<file path="src/tspc_regs.vh">
// register offsets, field positions, reset values and timing figures of the touch sequencer
`ifndef TSPC_REGS_VH
`define TSPC_REGS_VH

// ==========================================================================
// register offsets
`define TSPC_OFS_PWR        10'h000
`define TSPC_OFS_CNT        10'h002
`define TSPC_OFS_THR        10'h003
`define TSPC_OFS_RECAL      10'h004
`define TSPC_OFS_RAW        10'h00B
`define TSPC_OFS_STATUS     10'h0F0
`define TSPC_OFS_CONN       10'h088
`define TSPC_OFS_ROUTE      10'h080
`define TSPC_OFS_RESULT     10'h0E0
`define TSPC_BANK_MSB       9
`define TSPC_BANK_LSB       3

// ==========================================================================
// field positions
`define TSPC_PWR_MODE       1:0
`define TSPC_PWR_WAKE       3:2
`define TSPC_PWR_LAST_HI    7
`define TSPC_PWR_LAST       6:4
`define TSPC_PWR_DEC        9:8
`define TSPC_CNT_FULL       7:4
`define TSPC_CNT_LOW        11:8
`define TSPC_THR_LVL        7:0
`define TSPC_THR_RATE       13:8
`define TSPC_RCL_FULL       9:0
`define TSPC_RCL_LOW        15:10

// ==========================================================================
// reset values and masks of writable bits
`define TSPC_RST_PWR        16'h0000
`define TSPC_RST_CNT        16'h0000
`define TSPC_RST_THR        16'h0000
`define TSPC_RST_RECAL      16'h0000
`define TSPC_RST_CONN       16'hFFFF
`define TSPC_RST_TYPE       2'b11
`define TSPC_MSK_PWR        16'h03FF
`define TSPC_MSK_CNT        16'h0FF0
`define TSPC_MSK_THR        16'h3FFF

// ==========================================================================
// power modes and per-pin route codes
`define TSPC_MODE_FULL      2'b00
`define TSPC_MODE_LOW       2'b10
`define TSPC_ROUTE_FLOAT    2'b00
`define TSPC_ROUTE_NEG      2'b01
`define TSPC_ROUTE_POS      2'b10
`define TSPC_ROUTE_BIAS     2'b11
`define TSPC_CONN_BAD       2'b00

// ==========================================================================
// timing figures in their own units
`define TSPC_CLK_NS         20
`define TSPC_STAGE_D64_NS   768000
`define TSPC_WAKE_STEP_MS   200
`define TSPC_NS_PER_MS      1000000
`define TSPC_STAGE_CYC      24'h00_9600
`define TSPC_WAKE_CYC       24'h98_9680

`endif

</file>
<file path="src/tspc_mem.v">
// small register file with one write port and registered read data
`timescale 1ns/1ps

module tspc_mem (
  input  wire        clock,    // system clock
  input  wire        wr_en,    // write strobe
  input  wire [2:0]  wr_addr,  // write word index
  input  wire [15:0] wr_data,  // write data
  input  wire [2:0]  rd_addr,  // read word index
  output reg  [15:0] rd_data   // read data, one cycle after address
);

  // ========================================================================
  // storage
  reg [15:0] mem_r [0:7];  // eight words

  // write and registered read
  always @(posedge clock) begin
    if (wr_en) begin
      mem_r[wr_addr] <= wr_data;
    end
    rd_data <= mem_r[rd_addr];
  end

endmodule

</file>
<file path="src/tspc_ctl.v">
// touch sequencer: stage timing, low power wake delay, input routing, proximity and recal control
`timescale 1ns/1ps
`include "tspc_regs.vh"

module tspc_ctl #(
  parameter [23:0] STAGE_CYC = `TSPC_STAGE_CYC, // stage cycles at rate 64
  parameter [23:0] WAKE_CYC  = `TSPC_WAKE_CYC   // one 200 ms step
) (
  input  wire        clock,          // 50 MHz system clock
  input  wire        sys_rst,        // synchronous reset, active high
  input  wire [9:0]  reg_addr,       // register address
  input  wire        reg_wr,         // write strobe, one cycle
  input  wire [15:0] reg_wdata,      // write data
  input  wire        reg_rd,         // read strobe, one cycle
  output reg  [15:0] reg_rdata,      // read data
  output reg         reg_rvalid,     // read data valid pulse
  input  wire [15:0] conv_data,      // converter result of current stage
  input  wire        ff_valid,       // fast filter words valid pulse
  input  wire [15:0] ff_word_one,    // fast filter word one
  input  wire [15:0] ff_word_three,  // fast filter word three
  input  wire [15:0] ff_average,     // fast filter average
  input  wire [15:0] ambient,        // stored ambient value
  output reg         conv_start,     // stage conversion start pulse
  output wire [2:0]  conv_stage,     // stage being converted
  output reg  [15:0] pin_route,      // two bits per sensor input pin
  output reg  [1:0]  conn_type,      // connection type of current stage
  output reg         conn_type_bad,  // connection type 00 selected
  output reg         seq_done,       // sequence finished pulse
  output wire        cal_enable,     // environmental calibration allowed
  output reg         force_recal     // forced recalibration pulse
);

  // ========================================================================
  // states and declarations
  localparam [1:0] ST_IDLE = 2'b00;  // stopped
  localparam [1:0] ST_CONV = 2'b01;  // converting stages
  localparam [1:0] ST_WAKE = 2'b10;  // low power delay

  reg  [15:0] pwr_r;         // power and sequence control
  reg  [15:0] cnt_r;         // proximity count control
  reg  [15:0] thr_r;         // proximity thresholds
  reg  [15:0] recal_r;       // recalibration times
  reg  [15:0] conn_r;        // connection types, two bits per stage
  reg  [15:0] raw_r;         // latest raw converter result
  reg  [1:0]  state_r;       // sequencer state
  reg  [2:0]  stage_r;       // current stage
  reg  [23:0] timer_r;       // stage or delay countdown
  reg  [1:0]  wake_left_r;   // delay steps still to run
  reg         prox1_r;       // comparator one flag
  reg         prox2_r;       // comparator two flag
  reg         seq_c1_r;      // comparator one seen this sequence
  reg         seq_c2_r;      // comparator two seen this sequence
  reg  [7:0]  hold_cnt_r;    // calibration hold sequences left
  reg  [9:0]  recal_cnt_r;   // sequences with comparator two set
  reg  [9:0]  rd_addr_r;     // address of pending read
  reg         rd_pend_r;     // read pending
  reg         route_seq_r;   // route memory output belongs to sequencer
  wire [15:0] route_q;       // route memory read data
  wire [15:0] result_q;      // result memory read data

  // ========================================================================
  // helpers
  // absolute difference of two codes
  function [15:0] abs_diff;
    input [15:0] a;
    input [15:0] b;
    begin
      abs_diff = (a > b) ? (a - b) : (b - a);
    end
  endfunction

  // stage length in cycles for a decimation setting
  function [23:0] stage_len;
    input [1:0] dec;
    begin
      case (dec)
        2'b00:   stage_len = STAGE_CYC << 2;
        2'b01:   stage_len = STAGE_CYC << 1;
        default: stage_len = STAGE_CYC;
      endcase
    end
  endfunction

  // bank match of an address
  function in_bank;
    input [9:0] addr;
    input [9:0] base;
    begin
      in_bank = (addr[`TSPC_BANK_MSB:`TSPC_BANK_LSB] == base[`TSPC_BANK_MSB:`TSPC_BANK_LSB]);
    end
  endfunction

  // ========================================================================
  // decodes
  wire       mode_full = (pwr_r[`TSPC_PWR_MODE] == `TSPC_MODE_FULL); // full power
  wire       mode_low  = (pwr_r[`TSPC_PWR_MODE] == `TSPC_MODE_LOW);  // low power wake
  wire       mode_run  = mode_full | mode_low;                        // others shut down
  wire [2:0] seq_last  = pwr_r[`TSPC_PWR_LAST_HI] ? 3'h7 : pwr_r[`TSPC_PWR_LAST];
  wire       stage_end = (state_r == ST_CONV) && (timer_r <= 24'h00_0001);
  wire       seq_end   = stage_end && (stage_r == seq_last);
  wire       route_wr  = reg_wr && in_bank(reg_addr, `TSPC_OFS_ROUTE);
  wire       route_rd  = reg_rd && in_bank(reg_addr, `TSPC_OFS_ROUTE);
  wire [2:0] route_ra  = route_rd ? reg_addr[2:0] : stage_r; // host read takes the port

  assign conv_stage = stage_r;

  // ========================================================================
  // memories
  // per-stage pin routing, sixteen bits of two-bit pin fields
  tspc_mem u_route (
    .clock   (clock),
    .wr_en   (route_wr),
    .wr_addr (reg_addr[2:0]),
    .wr_data (reg_wdata),
    .rd_addr (route_ra),
    .rd_data (route_q)
  );

  // per-stage results for host position processing
  tspc_mem u_result (
    .clock   (clock),
    .wr_en   (stage_end),
    .wr_addr (stage_r),
    .wr_data (conv_data),
    .rd_addr (reg_addr[2:0]),
    .rd_data (result_q)
  );

  // ========================================================================
  // conversion sequencer
  // stages 0..last back to back, then restart, run the wake delay or stop when shut down
  always @(posedge clock) begin
    if (sys_rst) begin
      state_r     <= ST_IDLE;
      stage_r     <= 3'h0;
      timer_r     <= 24'h00_0000;
      wake_left_r <= 2'h0;
      conv_start  <= 1'b0;
      seq_done    <= 1'b0;
    end else begin
      conv_start <= 1'b0;
      seq_done   <= 1'b0;
      case (state_r)
        ST_IDLE: begin
          if (mode_run) begin
            state_r    <= ST_CONV;
            stage_r    <= 3'h0;
            timer_r    <= stage_len(pwr_r[`TSPC_PWR_DEC]);
            conv_start <= 1'b1;
          end
        end
        ST_CONV: begin
          if (!stage_end) begin
            timer_r <= timer_r - 24'h00_0001;
          end else if (stage_r != seq_last) begin
            // next stage with its own routing
            stage_r    <= stage_r + 3'h1;
            timer_r    <= stage_len(pwr_r[`TSPC_PWR_DEC]);
            conv_start <= 1'b1;
          end else begin
            seq_done <= 1'b1;
            stage_r  <= 3'h0;
            if (!mode_run) begin
              state_r <= ST_IDLE;
            end else if (mode_low) begin
              // delay follows the full conversion
              state_r     <= ST_WAKE;
              timer_r     <= WAKE_CYC;
              wake_left_r <= pwr_r[`TSPC_PWR_WAKE];
            end else begin
              timer_r    <= stage_len(pwr_r[`TSPC_PWR_DEC]);
              conv_start <= 1'b1;
            end
          end
        end
        ST_WAKE: begin
          if (!mode_run) begin
            state_r <= ST_IDLE;
          end else if (timer_r > 24'h00_0001) begin
            timer_r <= timer_r - 24'h00_0001;
          end else if (wake_left_r != 2'h0) begin
            // one more 200 ms step
            wake_left_r <= wake_left_r - 2'h1;
            timer_r     <= WAKE_CYC;
          end else begin
            // wake without host help
            state_r    <= ST_CONV;
            timer_r    <= stage_len(pwr_r[`TSPC_PWR_DEC]);
            conv_start <= 1'b1;
          end
        end
        default: begin
          state_r <= ST_IDLE;
        end
      endcase
    end
  end

  // ========================================================================
  // routing outputs
  // pin fields: 00 float, 01 negative, 10 positive, 11 bias; the polarity of
  // the converter terminal decides whether the code rises or falls
  always @(posedge clock) begin
    if (sys_rst) begin
      route_seq_r   <= 1'b0;
      pin_route     <= 16'hFFFF;
      conn_type     <= `TSPC_RST_TYPE;
      conn_type_bad <= 1'b0;
      raw_r         <= 16'h0000;
    end else begin
      route_seq_r <= !route_rd;
      if (route_seq_r) begin
        pin_route <= route_q;
      end
      conn_type     <= conn_r[{stage_r, 1'b0} +: 2];
      conn_type_bad <= (conn_r[{stage_r, 1'b0} +: 2] == `TSPC_CONN_BAD);
      if (stage_end) begin
        raw_r <= conv_data;
      end
    end
  end

  // ========================================================================
  // proximity comparators
  wire c1_hit = ff_valid && (abs_diff(ff_word_one, ff_word_three) >
                {6'h00, thr_r[`TSPC_THR_RATE], 4'h0});
  wire c2_hit = ff_valid && (abs_diff(ff_average, ambient) >
                {4'h0, thr_r[`TSPC_THR_LVL], 4'h0});
  wire prox_flag = prox1_r | prox2_r;
  wire seq_c2    = seq_c2_r | c2_hit;                  // comparator two this sequence

  // flags rise on any stage at once and fall only after a clean sequence
  always @(posedge clock) begin
    if (sys_rst) begin
      prox1_r  <= 1'b0;
      prox2_r  <= 1'b0;
      seq_c1_r <= 1'b0;
      seq_c2_r <= 1'b0;
    end else begin
      if (c1_hit) begin
        prox1_r <= 1'b1;
      end else if (seq_end) begin
        prox1_r <= seq_c1_r;
      end
      if (c2_hit) begin
        prox2_r <= 1'b1;
      end else if (seq_end) begin
        prox2_r <= seq_c2_r;
      end
      seq_c1_r <= seq_end ? 1'b0 : (seq_c1_r | c1_hit);
      seq_c2_r <= seq_end ? 1'b0 : (seq_c2_r | c2_hit);
    end
  end

  // ========================================================================
  // calibration hold
  // reload while proximity stands, count finished sequences once it clears
  wire [7:0] hold_load = mode_low ? {2'b00, cnt_r[`TSPC_CNT_LOW], 2'b00}
                                  : {cnt_r[`TSPC_CNT_FULL], 4'h0};
  always @(posedge clock) begin
    if (sys_rst) begin
      hold_cnt_r <= 8'h00;
    end else if (prox_flag) begin
      hold_cnt_r <= hold_load;
    end else if (seq_end && (hold_cnt_r != 8'h00)) begin
      hold_cnt_r <= hold_cnt_r - 8'h01;
    end
  end

  assign cal_enable = !prox_flag && (hold_cnt_r == 8'h00);

  // ========================================================================
  // forced recalibration
  // counts sequences in which comparator two stayed set
  wire [9:0] recal_lim = mode_low ? {4'h0, recal_r[`TSPC_RCL_LOW]} : recal_r[`TSPC_RCL_FULL];
  always @(posedge clock) begin
    if (sys_rst) begin
      recal_cnt_r <= 10'h000;
      force_recal <= 1'b0;
    end else begin
      force_recal <= 1'b0;
      if (seq_end) begin
        if (!seq_c2 || (recal_lim == 10'h000)) begin
          recal_cnt_r <= 10'h000;
        end else if ({1'b0, recal_cnt_r} + 11'h001 >= {1'b0, recal_lim}) begin
          recal_cnt_r <= 10'h000;
          force_recal <= 1'b1;
        end else begin
          recal_cnt_r <= recal_cnt_r + 10'h001;
        end
      end
    end
  end

  // ========================================================================
  // register writes
  always @(posedge clock) begin
    if (sys_rst) begin
      pwr_r   <= `TSPC_RST_PWR;
      cnt_r   <= `TSPC_RST_CNT;
      thr_r   <= `TSPC_RST_THR;
      recal_r <= `TSPC_RST_RECAL;
      conn_r  <= `TSPC_RST_CONN;
    end else if (reg_wr) begin
      case (reg_addr)
        `TSPC_OFS_PWR:   pwr_r   <= reg_wdata & `TSPC_MSK_PWR;
        `TSPC_OFS_CNT:   cnt_r   <= reg_wdata & `TSPC_MSK_CNT;
        `TSPC_OFS_THR:   thr_r   <= reg_wdata & `TSPC_MSK_THR;
        `TSPC_OFS_RECAL: recal_r <= reg_wdata;
        `TSPC_OFS_CONN:  conn_r  <= reg_wdata;
        default: begin
          // read-only, unmapped or route bank (written by u_route): ignored here
        end
      endcase
    end
  end

  // ========================================================================
  // register reads
  // address held one cycle while memories answer, data registered after
  always @(posedge clock) begin
    if (sys_rst) begin
      rd_addr_r  <= 10'h000;
      rd_pend_r  <= 1'b0;
      reg_rdata  <= 16'h0000;
      reg_rvalid <= 1'b0;
    end else begin
      rd_pend_r  <= reg_rd;
      reg_rvalid <= rd_pend_r;
      if (reg_rd) begin
        rd_addr_r <= reg_addr;
      end
      if (rd_pend_r) begin
        if (in_bank(rd_addr_r, `TSPC_OFS_ROUTE)) begin
          reg_rdata <= route_q;
        end else if (in_bank(rd_addr_r, `TSPC_OFS_RESULT)) begin
          reg_rdata <= result_q;
        end else begin
          case (rd_addr_r)
            `TSPC_OFS_PWR:    reg_rdata <= pwr_r;
            `TSPC_OFS_CNT:    reg_rdata <= cnt_r;
            `TSPC_OFS_THR:    reg_rdata <= thr_r;
            `TSPC_OFS_RECAL:  reg_rdata <= recal_r;
            `TSPC_OFS_CONN:   reg_rdata <= conn_r;
            `TSPC_OFS_RAW:    reg_rdata <= raw_r;
            `TSPC_OFS_STATUS: reg_rdata <= {7'h00, force_recal, cal_enable, prox2_r, prox1_r,
                                            state_r, stage_r};
            default:          reg_rdata <= 16'h0000;
          endcase
        end
      end
    end
  end

endmodule

</file>
<file path="config.mk">
export PLATFORM = sky130hd
export DESIGN_NAME = tspc_ctl
export DESIGN_NICKNAME = d
export VERILOG_FILES = /design/src/tspc_mem.v /design/src/tspc_ctl.v
export VERILOG_INCLUDE_DIRS = /design/src
export SDC_FILE = /design/constraint.sdc
export NUM_CORES = 1
export LEC_CHECK = 0
export BUFFER_PORTS_ARGS = -buffer_cell sky130_fd_sc_hd__buf_2
export CORE_MARGIN = 2
export CORE_UTILIZATION = 61
export CTS_CLUSTER_SIZE = 12
export DETAILED_ROUTE_END_ITERATION = 8
export GPL_TIMING_DRIVEN = 0
export PLACE_DENSITY = 0.8
export SYNTH_ARGS = -nofsm -noshare
export SYNTH_HDL_FRONTEND = slang
export SYNTH_HIERARCHICAL = 1
export SYNTH_SLANG_ARGS = --single-unit
</file>
<file path="constraint.sdc">
create_clock -name clock -period 6.5 [get_ports clock]
set_input_delay 0.65 -clock clock [delete_from_list [all_inputs] [get_ports clock]]
set_output_delay 0.65 -clock clock [all_outputs]
set_load 0.03 [all_outputs]
</file>
==> key figures <==
Outcome
  • Status: finished clean

Pwr
  • Peak VDD IR: 303 uV
  • Overall Power: 7.51 mW
  • Leakage: 9.98 nW
  • Power Dens Cells: 285 nW/um2

Timing
  • Sum Neg Setup Slack: 0 ns
  • RSZ-0062 raised after global routing: no
  • Skew final: 0.0276 ns
  • Slew margin rel.: 0.0891
  • Slew Limit Fails: 0
  • Fmax: 0.175 GHz
  • Fin crit share: 0.880
  • Fin. Hold Viols: 0
  • Final Setup Violations: 0
  • Slew @ Worst Pin: 1.35 ns
  • PnR worst setup slack: 0.782 ns
  • Tmin final: 5.72 ns

Cells and area
  • Post-Route Utilization: 0.700
  • Design area: 26300 um2
  • Most frequent cells in the layout: edfxtp_1, nand2_1, dfxtp_1
  • Commonest non-fill, non-tap cell in the layout: edfxtp_1
  • Reg area: 12000 um2
  • Area of the multi-input gates: 10500 um2
  • Layout cells sized above 1: 0.143
  • Fill cells: 2737
  • Syn-to-layout area delta: 12.9%
  • Number of nets in the layout: 2515

Floorplanning
  • Num ports: 154
  • Initial Util: 0.619
  • Die Y: 200 um
  • Die width: 200 um
  • Core area: 37700 um2
  • Die footprint: 39800 um2
  • Row cnt: 71

Worst setup path
  • Critical path's largest stage delay: 0.55 ns
  • CP Class: in -> reg
  • Worst Reg-to-Reg Cells: 13
  • R2R Setup Slk: 2.15 ns
  • Crit path launch type: input pin
  • Crit-path max FO: 10
  • Required time of the critical path: 6.94 ns
  • Crit path DAT: 6.15 ns
  • Max stage delay cell, worst path: a211oi_1
  • CP Cell Sequence: buf_2 -> inv_1 -> ha_1 -> clkbuf_1 -> o211ai_1 -> a21oi_1 -> o21ai_1 -> a21oi_1 -> clkbuf_1 -> nor2_1 -> a221o_1 -> a311oi_1 -> o221ai_1 -> xor2_1 -> ha_1 -> nand4_1 -> nor2_1 -> nand2_1 -> a211oi_1 -> o31ai_2 -> nor2_2 -> o22ai_1 -> a21o_1
  • Type of destination of the critical path: register

Drt
  • First-pass DRT Iterations: 8
  • Via count: 18100
  • Final WL: 67100 um
  • Number of vias per cell: 6.34
  • 1st-iter DRT viols: 2038
  • Routed Antenna Nets: 0
  • Wirelength per Cell: 23.5 um
  • DRC Markers: 0

Placement
  • IO buf count: 152
  • Setup WS pre-CTS: 0.304 ns
  • GP Congestion: 1.02
  • DP Area: 24900 um2
  • Post-DP HPWL: 48400 um

Hold path
  • HP Class: in -> reg
  • Cell depth of the worst hold path: 3

Synth
  • Syn_area_per_cell: 11.2 um2
  • Sequential element share of the synthesized area: 0.515
  • Post-synthesis instance total: 2089
  • Seq cells post-synth: 472
  • Warnings, synthesis: 6
  • EDFF count, synth: 256
  • Synthesized net count: 2301
  • Synthesized area: 23300 um2
  • Synth unique cells: 79
  • Post-synth ARST share: 0
  • Primary FF master, synth: edfxtp_1

GRT
  • Initial antenna violation count: 1
  • Largest net degree at the start of global routing: 17
  • Number of global-route vias before repair: 17800
  • Tot GR Track Use: 0.340
  • GRT Residual Overflow: 0
  • First-pass GRT wire length: 102000 um

CTS
  • Total CTS buffers: 47
  • Num Clock Sinks: 472
  • Clock buffer depth: 3
  • Htree depth: 2
  • TritonCTS clock tree: done
  • Clk pin slew, worst setup/hold paths: 0.06 ns
  • Worst-Skew Late Latency: 0.56 ns
  • Post-CTS Setup Inserts: 0
  • Hold buffers post-CTS: 0
  • CTS root buffer: clkbuf_16
  • CTS resizes: 0

Job
  • Max_cap viols: 0
==> through the flow <==
stage	std cells	hold WS, ns
2_1_floorplan	2089	0.424
3_3_place_gp	2752	0.434
3_5_place_dp	2765	0.444
4_1_cts	2850	0.346
5_1_grt	2850	0.381
6_report	2851	0.352
==> layout make-up <==
type                            instances  area share
Inverter                               98      0.0140
Clock inverter                          5     0.00214
Tap cell                              511      0.0243
Sequential cell                       472       0.456
Multi-Input combinational cell       1408       0.398
Buffer                                111      0.0199
Antenna cell                            1   0.0000950
Clock buffer                           80      0.0509
Timing Repair Buffer                  165      0.0349
==> layer usage <==
layer / part of all wire / vias to the layer above / track usage / wire length [um]
met5: 0 / - / 0 / 0
met4: 0.032 / 0 / 0.107 / 2130
met3: 0.10 / 162 / 0.0876 / 6990
met2: 0.46 / 946 / 0.542 / 30700
met1: 0.41 / 8771 / 0.459 / 27300
li1: - / 8189 / - / -
==> path summary, 6_finish.rpt <==
check                   endpoint          start
setup / recovery  recal_cnt_r[2]  ff_average[5]
hold / removal      rd_addr_r[8]    reg_addr[8]
setup reg to reg  recal_cnt_r[2]       pwr_r[1]
hold reg to reg         seq_c1_r       seq_c1_r
==> synthesized netlist by cell type, types with 8 or more instances <==
cell / instances / area (um2)
mux2_2: 37 / 417
mux4_1: 56 / 1470
ha_1: 97 / 1210
xor2_1: 22 / 193
clkbuf_1: 67 / 251
a221oi_1: 18 / 158
a211o_1: 38 / 333
buf_6: 10 / 113
nor2_1: 161 / 604
o22ai_1: 10 / 62.6
xnor2_1: 28 / 245
a21o_1: 29 / 218
inv_1: 96 / 360
and3_1: 13 / 81.3
o221ai_1: 8 / 70.1
nand2_1: 222 / 833
dfxtp_1: 216 / 4320
nand2b_1: 26 / 163
nor3_1: 41 / 205
nor2b_1: 52 / 325
or3_1: 13 / 81.3
a22oi_1: 27 / 203
a211oi_1: 9 / 67.6
nand4_1: 14 / 87.6
mux4_2: 12 / 270
a21oi_1: 174 / 871
buf_2: 16 / 80.1
mux2i_1: 42 / 420
o211ai_1: 13 / 97.6
o21a_1: 10 / 75.1
edfxtp_1: 256 / 7690
nand3_1: 42 / 210
o21ai_0: 65 / 325
buf_1: 13 / 48.8
nor4_1: 14 / 87.6
a31oi_1: 11 / 68.8
==> sequential cells by signal, summed over array words and instances, names as in the netlist, 2 cells and up <==
name,count
recal_r,16
wake_left_r,2
recal_cnt_r,10
rd_addr_r,10
pin_route,16
thr_r,14
u_route/rd_data,16
timer_r,24
reg_rdata,16
pwr_r,10
u_result/rd_data,16
u_route/mem_r,128
cnt_r,8
conv_stage,3
u_result/mem_r,128
state_r,2
hold_cnt_r,8
conn_r,16
raw_r,16
conn_type,2
==> power breakdown <==
group / internal [mW] / total, mW / switching [mW]
Combinational: 0.628 / 1.63 / 1.00
Sequential: 3.25 / 3.35 / 0.108
Clock: 1.43 / 2.52 / 1.09
==> worst max-delay path, delay by kind of cell <==
| kind | cells | cell delay (ns) |
|---|---|---|
| xor gates and xnor gates | 1 | 0.18 |
| adders and majority gates | 2 | 0.61 |
| AOI/OAI and AO/OA | 11 | 3.06 |
| and+or+nand+nor | 5 | 0.70 |
| buffers and inverters | 4 | 0.96 |
==> logic make-up after synthesis <==
| logic type | count (synthesis) | share of synthesized area |
|---|---|---|
| AND/OR/NAND/NOR | 640 | 0.129 |
| XOR/XNOR | 50 | 0.0188 |
| multiplexers | 148 | 0.111 |
| buffers and inverters | 209 | 0.0383 |
| flip-flops | 472 | 0.515 |
| adder cells (fa/ha/maj) | 101 | 0.0555 |
| AO/OA/AOI/OAI | 469 | 0.132 |
(Power assumes the default switching activity.)
